<file path="src/pkg/rww_map.svh">
// Offsets, field positions and timing counts of the reset and watchdog block.
// Assumes a 40 MHz system clock and a 16-bit control word at chip select.
`ifndef RWW_MAP_SVH
`define RWW_MAP_SVH
`define RWW_CLK_MHZ 40
`define RWW_WR_BIT 15
`define RWW_PER_LSB 0
`define RWW_PER_W 3
`define RWW_SHORT_BIT 3
`define RWW_STAY_BIT 4
`define RWW_SW_ONE_BIT 5
`define RWW_SW_TWO_BIT 6
`define RWW_MODE_LSB 7
`define RWW_SUPPLY_OK_BIT 9
`define RWW_FILTER_NS 10000
`define RWW_FILTER_CYC ((`RWW_FILTER_NS * `RWW_CLK_MHZ + 999) / 1000)
`define RWW_LONG_OPEN_MS 64
`define RWW_POR_DELAY_MS 10
`define RWW_SHORT_DELAY_MS 1
`define RWW_HALF_BASE_MS 8
`define RWW_MS_CYC(ms) ((ms) * `RWW_CLK_MHZ * 1000)
`endif

</file>
<file path="src/pkg/rww_pkg.sv">
// Types shared by the reset and watchdog block.
// Assumes the mode codes match the control word mode field.
package rww_pkg;
	typedef enum logic [1:0] {
		MODE_STANDBY = 2'h0,
		MODE_ACTIVE = 2'h1,
		MODE_STOP = 2'h2,
		MODE_SLEEP = 2'h3
	} mode_t;
	typedef enum logic [1:0] {
		RS_RUN = 2'h0,
		RS_FILTER = 2'h1,
		RS_HOLD = 2'h2,
		RS_DELAY = 2'h3
	} rst_state_t;
	typedef enum logic [2:0] {
		WD_HALT = 3'h0,
		WD_LONG = 3'h1,
		WD_CLOSED = 3'h2,
		WD_OPEN = 3'h3,
		WD_SUSP = 3'h4
	} wd_state_t;
endpackage : rww_pkg

</file>
<file path="src/pkg/cycle_timer_if.sv">
// Link between the reset and watchdog control and its shared cycle timer.
// Assumes both ends run on the same clock.
`timescale 1ns/100ps
interface cycle_timer_if;
	logic restart;
	logic [31:0] load;
	logic expired;
	modport owner (output restart, output load, input expired);
	modport timer (input restart, input load, output expired);
endinterface : cycle_timer_if

</file>
<file path="src/rtl/cycle_timer.sv">
// Down counter shared by every window and release delay.
// Assumes the owner restarts it at each boundary it cares about.
`timescale 1ns/100ps
module cycle_timer
(
	input wire logic sys_clk,
	input wire logic nrst,
	cycle_timer_if.timer tif
);
	logic [31:0] count;
	logic [31:0] next_count;
	logic done;
	logic next_done;

	// A restart with load L flags expiry L+1 cycles later.
	always_comb
	begin
		next_count = count;
		if (tif.restart)
			next_count = tif.load;
		else if (count != 32'h0)
			next_count = count - 32'h1;
		next_done = !tif.restart && (count == 32'h1);
	end

	always_ff @(posedge sys_clk)
	begin
		if (!nrst)
		begin
			count <= 32'h0;
			done <= 1'b0;
		end
		else
		begin
			count <= next_count;
			done <= next_done;
		end
	end

	assign tif.expired = done;
endmodule : cycle_timer

</file>
<file path="src/rtl/reset_window_watchdog.sv">
// Reset generation and window watchdog of the supply companion chip.
// Assumes a chip select and a 16-bit word captured by an SPI shifter elsewhere.
`include "rww_map.svh"
`timescale 1ns/100ps
module reset_window_watchdog
#(
	parameter int LONG_OPEN_CYC = `RWW_MS_CYC(`RWW_LONG_OPEN_MS),
	parameter int POR_DELAY_CYC = `RWW_MS_CYC(`RWW_POR_DELAY_MS),
	parameter int SHORT_DELAY_CYC = `RWW_MS_CYC(`RWW_SHORT_DELAY_MS),
	parameter int HALF_BASE_CYC = `RWW_MS_CYC(`RWW_HALF_BASE_MS)
)
(
	input wire logic sys_clk,
	input wire logic nrst,
	input wire logic vint_uv,
	input wire logic vcc_low,
	input wire logic vcc_current_high,
	input wire logic spi_csn,
	input wire logic spi_word_full,
	input wire logic [15:0] spi_word,
	output logic reset_n_out,
	output logic low_side_switch_one,
	output logic low_side_switch_two,
	output rww_pkg::mode_t mode,
	output logic internal_supply_fail_bit,
	output logic wd_reset_flag,
	output logic wd_running,
	output logic wd_window_open
);
	localparam logic [15:0] FILTER_CYC = 16'(`RWW_FILTER_CYC);

	// The half period doubles with each step of the period field.
	function automatic logic [31:0] half_cycles(input logic [2:0] sel);
		half_cycles = 32'(HALF_BASE_CYC) << sel;
	endfunction : half_cycles

	cycle_timer_if tif ();

	cycle_timer u_timer
	(
		.sys_clk(sys_clk),
		.nrst(nrst),
		.tif(tif)
	);

	logic csn_prev;
	logic acc_done;
	logic wd_trig;
	logic wd_fail;
	logic clear_all;
	logic [2:0] period_sel;
	logic short_delay;
	logic stay_on;
	logic ls_one_cfg;
	logic ls_two_cfg;
	logic [2:0] next_period_sel;
	logic next_short_delay;
	logic next_stay_on;
	logic next_ls_one_cfg;
	logic next_ls_two_cfg;
	logic next_supply_ok;
	rww_pkg::mode_t next_mode;
	logic next_flag;
	rww_pkg::rst_state_t rst_state;
	rww_pkg::rst_state_t next_rst_state;
	rww_pkg::wd_state_t wd_state;
	rww_pkg::wd_state_t next_wd_state;
	logic [15:0] filt;
	logic [15:0] next_filt;
	logic next_reset_high;
	logic wd_off_req;

	assign clear_all = vint_uv;
	assign acc_done = spi_csn && !csn_prev && spi_word_full;
	assign wd_trig = acc_done && spi_word[`RWW_WR_BIT];
	// Stop mode only drops the watchdog while the load current is small.
	assign wd_off_req = (mode == rww_pkg::MODE_STOP) && !stay_on
		&& !vcc_current_high;

	always_comb
	begin
		wd_fail = 1'b0;
		unique case (wd_state)
			rww_pkg::WD_LONG, rww_pkg::WD_OPEN:
				wd_fail = tif.expired && !wd_trig;
			rww_pkg::WD_CLOSED:
				wd_fail = wd_trig;
			rww_pkg::WD_HALT, rww_pkg::WD_SUSP:
				wd_fail = 1'b0;
			default:
				wd_fail = 1'b0;
		endcase
	end

	// Reset sequencing owns the timer whenever the reset output is low.
	always_comb
	begin
		next_rst_state = rst_state;
		next_filt = filt;
		tif.restart = 1'b0;
		tif.load = short_delay ? 32'(SHORT_DELAY_CYC - 1)
			: 32'(POR_DELAY_CYC - 1);
		unique case (rst_state)
			rww_pkg::RS_RUN:
			begin
				next_filt = 16'h0;
				if (vcc_low)
					next_rst_state = rww_pkg::RS_FILTER;
			end
			rww_pkg::RS_FILTER:
			begin
				next_filt = filt + 16'h1;
				if (!vcc_low)
					next_rst_state = rww_pkg::RS_RUN;
				else if (filt >= FILTER_CYC - 16'h1)
					next_rst_state = rww_pkg::RS_HOLD;
			end
			rww_pkg::RS_HOLD:
			begin
				if (!vcc_low)
				begin
					next_rst_state = rww_pkg::RS_DELAY;
					tif.restart = 1'b1;
				end
			end
			rww_pkg::RS_DELAY:
			begin
				if (vcc_low)
					next_rst_state = rww_pkg::RS_HOLD;
				else if (tif.expired)
					next_rst_state = rww_pkg::RS_RUN;
			end
		endcase
		if (wd_fail && (rst_state == rww_pkg::RS_RUN
			|| rst_state == rww_pkg::RS_FILTER))
		begin
			next_rst_state = rww_pkg::RS_DELAY;
			tif.restart = 1'b1;
		end
		next_wd_state = wd_state;
		unique case (wd_state)
			rww_pkg::WD_HALT:
				if (next_rst_state == rww_pkg::RS_RUN)
				begin
					next_wd_state = rww_pkg::WD_LONG;
					tif.restart = 1'b1;
					tif.load = 32'(LONG_OPEN_CYC - 1);
				end
			rww_pkg::WD_LONG, rww_pkg::WD_OPEN:
				if (wd_trig)
				begin
					next_wd_state = rww_pkg::WD_CLOSED;
					tif.restart = 1'b1;
					tif.load = half_cycles(next_period_sel) - 32'h1;
				end
			rww_pkg::WD_CLOSED:
				if (tif.expired && !wd_fail)
				begin
					next_wd_state = rww_pkg::WD_OPEN;
					tif.restart = 1'b1;
					tif.load = half_cycles(period_sel) - 32'h1;
				end
			rww_pkg::WD_SUSP:
				if (!wd_off_req)
				begin
					next_wd_state = rww_pkg::WD_LONG;
					tif.restart = 1'b1;
					tif.load = 32'(LONG_OPEN_CYC - 1);
				end
			default:
				next_wd_state = rww_pkg::WD_HALT;
		endcase
		if (wd_state != rww_pkg::WD_HALT && wd_off_req && !wd_fail
			&& next_rst_state == rww_pkg::RS_RUN)
			next_wd_state = rww_pkg::WD_SUSP;
		// A fail or a low reset parks the watchdog until release.
		if (wd_fail || next_rst_state == rww_pkg::RS_HOLD
			|| next_rst_state == rww_pkg::RS_DELAY)
			next_wd_state = rww_pkg::WD_HALT;
	end

	assign next_reset_high = (next_rst_state == rww_pkg::RS_RUN)
		|| (next_rst_state == rww_pkg::RS_FILTER);

	// Settings follow each accepted write; any reset puts mode in standby.
	always_comb
	begin
		next_period_sel = period_sel;
		next_short_delay = short_delay;
		next_stay_on = stay_on;
		next_ls_one_cfg = ls_one_cfg;
		next_ls_two_cfg = ls_two_cfg;
		next_supply_ok = internal_supply_fail_bit;
		next_mode = mode;
		if (wd_trig)
		begin
			next_period_sel = spi_word[`RWW_PER_LSB +: `RWW_PER_W];
			next_short_delay = spi_word[`RWW_SHORT_BIT];
			next_stay_on = spi_word[`RWW_STAY_BIT];
			next_ls_one_cfg = spi_word[`RWW_SW_ONE_BIT];
			next_ls_two_cfg = spi_word[`RWW_SW_TWO_BIT];
			next_mode = rww_pkg::mode_t'(spi_word[`RWW_MODE_LSB +: 2]);
			next_supply_ok = next_supply_ok | spi_word[`RWW_SUPPLY_OK_BIT];
		end
		if (!next_reset_high)
		begin
			next_mode = rww_pkg::MODE_STANDBY;
			next_ls_one_cfg = 1'b0;
			next_ls_two_cfg = 1'b0;
		end
		// Set wins over the clear when both fall in one cycle.
		next_flag = wd_fail || (wd_reset_flag && !acc_done);
	end

	// Internal supply loss wipes all settings, the same as a power-up.
	always_ff @(posedge sys_clk)
	begin
		if (!nrst || clear_all)
		begin
			rst_state <= rww_pkg::RS_HOLD;
			wd_state <= rww_pkg::WD_HALT;
			filt <= 16'h0;
			csn_prev <= 1'b1;
			period_sel <= 3'h0;
			short_delay <= 1'b0;
			stay_on <= 1'b0;
			ls_one_cfg <= 1'b0;
			ls_two_cfg <= 1'b0;
			internal_supply_fail_bit <= 1'b0;
			mode <= rww_pkg::MODE_STANDBY;
			wd_reset_flag <= 1'b0;
			reset_n_out <= 1'b0;
			low_side_switch_one <= 1'b0;
			low_side_switch_two <= 1'b0;
			wd_running <= 1'b0;
			wd_window_open <= 1'b0;
		end
		else
		begin
			rst_state <= next_rst_state;
			wd_state <= next_wd_state;
			filt <= next_filt;
			csn_prev <= spi_csn;
			period_sel <= next_period_sel;
			short_delay <= next_short_delay;
			stay_on <= next_stay_on;
			ls_one_cfg <= next_ls_one_cfg;
			ls_two_cfg <= next_ls_two_cfg;
			internal_supply_fail_bit <= next_supply_ok;
			mode <= next_mode;
			wd_reset_flag <= next_flag;
			reset_n_out <= next_reset_high;
			low_side_switch_one <= next_ls_one_cfg;
			low_side_switch_two <= next_ls_two_cfg;
			wd_running <= next_wd_state != rww_pkg::WD_HALT
				&& next_wd_state != rww_pkg::WD_SUSP;
			wd_window_open <= next_wd_state == rww_pkg::WD_LONG
				|| next_wd_state == rww_pkg::WD_OPEN;
		end
	end
endmodule : reset_window_watchdog

</file>
<file path="config.mk">
export PLATFORM = sky130hd
export DESIGN_NAME = reset_window_watchdog
export DESIGN_NICKNAME = d
export VERILOG_FILES = /design/src/pkg/rww_pkg.sv /design/src/pkg/cycle_timer_if.sv /design/src/rtl/cycle_timer.sv /design/src/rtl/reset_window_watchdog.sv
export VERILOG_INCLUDE_DIRS = /design/src /design/src/pkg
export SDC_FILE = /design/constraint.sdc
export NUM_CORES = 1
export LEC_CHECK = 0
export BUFFER_PORTS_ARGS = -buffer_cell sky130_fd_sc_hd__buf_2
export CORE_MARGIN = 3
export CORE_UTILIZATION = 61
export DETAILED_ROUTE_END_ITERATION = 16
export PLACE_DENSITY = 0.81
export RECOVER_POWER = 50
export SETUP_SLACK_MARGIN = 0.3
export SLEW_MARGIN = 20
export SYNTH_ARGS = -nofsm -noshare
export SYNTH_HDL_FRONTEND = slang
export SYNTH_SLANG_ARGS = --single-unit
</file>
<file path="constraint.sdc">
create_clock -name sys_clk -period 3.8 [get_ports sys_clk]
set_clock_uncertainty 0.2 [all_clocks]
set_input_delay 0.19 -clock sys_clk [delete_from_list [all_inputs] [get_ports sys_clk]]
set_output_delay 0.19 -clock sys_clk [all_outputs]
set_load 0.02 [all_outputs]
</file>
==> summary.md <==
| Metric | Value |
|---|---|
| Final period util | 0.920 |
| Unrepaired setup endpoints after global routing | no |
| EDFF count, synth | 0 |
| Vias in the first global route | 4066 |
| Post-DR vias/cell | 6.44 |
| Maximum VDD drop | 0.203 mV |
| Setup CP Type | input pin to flop |
| WP data required | 3830 ps |
| Crit-path max cell delay | 530 ps |
| Worst R2R End | u_timer.count[10] |
| Port Buf Inserts | 26 |
| Outcome | finished, final reports clean |
| Drt pass-1 iters | 5 |
| Core region area | 6940 µm² |
| Most instantiated library cell after synthesis | dfxtp_1 |
| Crit path max-delay cell type | dlygate4sd3_1 |
| Hold_sp | spi_word_full |
| Logic pwr share | 0.106 |
| MaxCap Viol Count | 0 |
| Detail Placement HPWL | 7.97 mm |
| Routed len/inst | 16.8 µm |
| Clock group share of total power | 0.420 |
| CP cell instances | dlygate4sd3_1 -> buf_2 -> and4b_1 -> mux2i_1 -> clkbuf_1 -> ha_2 -> nand2_1 -> ha_1 -> nand2_1 -> o211ai_1 -> o311ai_0 -> o31a_1 -> o311a_1 |
| Worst R2R Path Depth | 11 |
| Worst-path fanout max | 7 |
| Util after Layout | 0.714 |
| Num CTS Buffers | 9 |
| Row cnt | 30 |
| Crit path top cell by count | nand2_1 |
| Yosys top cell by area | dfxtp_1 |
| Int Power | 1.20 mW |
| WHS Endpoint | wd_reset_flag |
| Buf+Inv Stages, Crit Path | 3 |
| R2R Setup Slk | 450 ps |
| Hold Path Class | input pin to flop |
| Synth Warn # | 0 |
| PwrDens | 324 nW/µm² |
| Clk root buf | clkbuf_8 |
| Post-synth top cells | dfxtp_1, nor2_1, nand2_1 |
| Initial Utilization | 0.641 |
| Share of post-route cells with drive strength above 1 | 0.103 |
| Clock Sinks | 69 |
| Synthesis-stage register bit count | 69 |
| Sequential area share after synthesis | 0.310 |
| Nets | 624 |
| Final ANT Viol Nets | 0 |
| Slew Limit Fails | 0 |
| Initial antenna violation count | 0 |
| Die Area | 8360 µm² |
| P&R area growth vs syn | 11.4% |
| Arrival @ worst endpoint | 3520 ps |
| CP Launch Point | spi_csn |
| Fin. Hold Viols | 0 |
| Maximum clock path buffer count | 2 |
| Hold Path Depth | 4 |
| Least-Margin Pin Slew | 949 ps |
| Overall Global Routing Usage | 0.279 |
| Switching part of the total | 0.252 |
| Largest net degree at the start of global routing | 22 |
| Gpl congestion | 0.976 |
| Mapped Area | 4450 µm² |
| H-tree depth | 3 |
| Via count | 4422 |
| Yosys top cell area share | 0.310 |
| Startpoint types | input pin |
| IO Count | 32 |
| NetSw | 0.405 mW |
| Leak | 1.75 nW |
| CTS tree | built |
| Top delay family on crit path | compound AO/OA/AOI/OAI gates |
| Syn_area_per_cell | 7.91 µm² |
| GRT overflow | 0 |
| Synthesized Nets | 600 |
| Cell variety after synth | 69 |
| WL final | 11.6 mm |
| Antenna diodes | 0 |
| 1st-iter DRT viols | 302 |
| Die height | 91.4 µm |
| Worst relative slew slack | 0.366 |
| First-pass GRT wire length | 19.3 mm |
| Tmin final | 3500 ps |
| FF-to-FF Start | csn_prev |
| Gate Count Post-Synth | 563 |
| Skew-Pair Late Insertion Delay | 340 ps |
| Clk slew on worst S/H paths | 80 ps |
| Fmax | 286 MHz |
| Async S/R FF share, synth | 0 |
| # setup viols final | 0 |
| Critical Path End Type | flop |
| Top cells by area, synth | dfxtp_1, xnor2_1, nor2_1 |
| Die X | 91.4 µm |
| Hold_ws | 34.0 ps |
| DRC violations left | 0 |
| Sequential share of power | 0.473 |
| Setup_tns | 0 ps |
| Dominant synthesized flop cell | dfxtp_1 |
==> flip-flops by register name (all words and copies together) (netlist names), 2 cells and up <==
| register | flops |
|---|---|
| filt | 16 |
| wd_state | 3 |
| mode | 2 |
| period_sel | 3 |
| u_timer.count | 32 |
| rst_state | 2 |
==> cell families (layout without fill, tap and decap cells) <==
kind of cell	Yosys count	count (layout)	synth area share
buffers and inverters	46	74	0.0393
adders and majority gates	14	14	0.0393
xor gates and xnor gates	44	44	0.0866
muxes	12	12	0.0287
and+or+nand+nor	233	233	0.280
AOI/OAI and AO/OA	145	145	0.215
DFF	69	69	0.310
==> final cells by class <==
cell class | count | area, µm²
Fill cell | 571 | 1980
Clock buffer | 10 | 138
Inverter | 14 | 52.6
Sequential cell | 69 | 1380
Timing Repair Buffer | 45 | 279
Multi-Input combinational cell | 448 | 2900
Clock inverter | 5 | 83.8
Tap cell | 96 | 120
==> worst max-delay path by stage <==
stage	slack, ps	end	cells past startpoint
6_report	300	u_timer.count[10]	13
5_1_grt	160	u_timer.count[10]	13
4_1_cts	370	u_timer.count[17]	9
3_5_place_dp	590	u_timer.count[17]	7
3_3_place_gp	630	u_timer.count[17]	7
2_1_floorplan	360	u_timer.count[10]	12
==> power by group through the flow <==
stage	Clock (mW)	Combinational (mW)	Sequential, mW
5_1_grt	0.718	0.188	0.762
2_1_floorplan	0	0.120	0.771
3_5_place_dp	0	0.158	0.776
3_3_place_gp	0	0.153	0.775
6_report	0.675	0.171	0.760
4_1_cts	0.681	0.168	0.759
==> per-stage QoR <==
stage	total power, mW	cells	worst slack (ps)	area, µm²
global route	1.67	687	160	4960
floorplan	0.891	563	359	4450
CTS	1.61	687	372	4970
detailed placement	0.934	663	587	4650
finish	1.61	687	304	4960
global placement	0.928	663	633	4650
==> routing by layer <==
| metal | share of wire | vias up | track usage |
|---|---|---|---|
| li1 | - | 2106 | - |
| met1 | 0.44 | 2117 | 0.368 |
| met2 | 0.49 | 175 | 0.460 |
| met3 | 0.058 | 24 | 0.0597 |
| met4 | 0.019 | 0 | 0.0779 |
| met5 | 0 | - | 0 |
==> placed cells by master (no fill, tap or decap), drive strengths merged, types with 5 or more instances in the layout <==
master and instances:
mux2 6, ha 14, or3 10, a21oi 39, nor4b 7, inv 14
o31a 7, buf 25, nand2 52, dlygate4sd3 9, a31oi 9, nor2b 8
nor4 18, xor2 9, a21boi 5, or4 5, dfxtp 69, nand4 5
clkbuf 21, nor2 61, xnor2 35, o21ai 30, nand2b 5, o21a 9
nand3 13, mux2i 6, nor3 23
==> worst min-delay path: stages <==
cell and delay [ps]:
buf_2 110, nand3b_1 70, a21oi_1 60, nor2_1 100
==> timing repair <==
item | in CTS | in global routing
endpoints found under the setup margin | 0 | 15
setup buffers | 0 | 0
gates resized for setup | 0 | 6
hold endpoints to repair | 9 | 0
hold buffers | 9 | 0
Note: power is estimated with default switching activity, not from simulation.
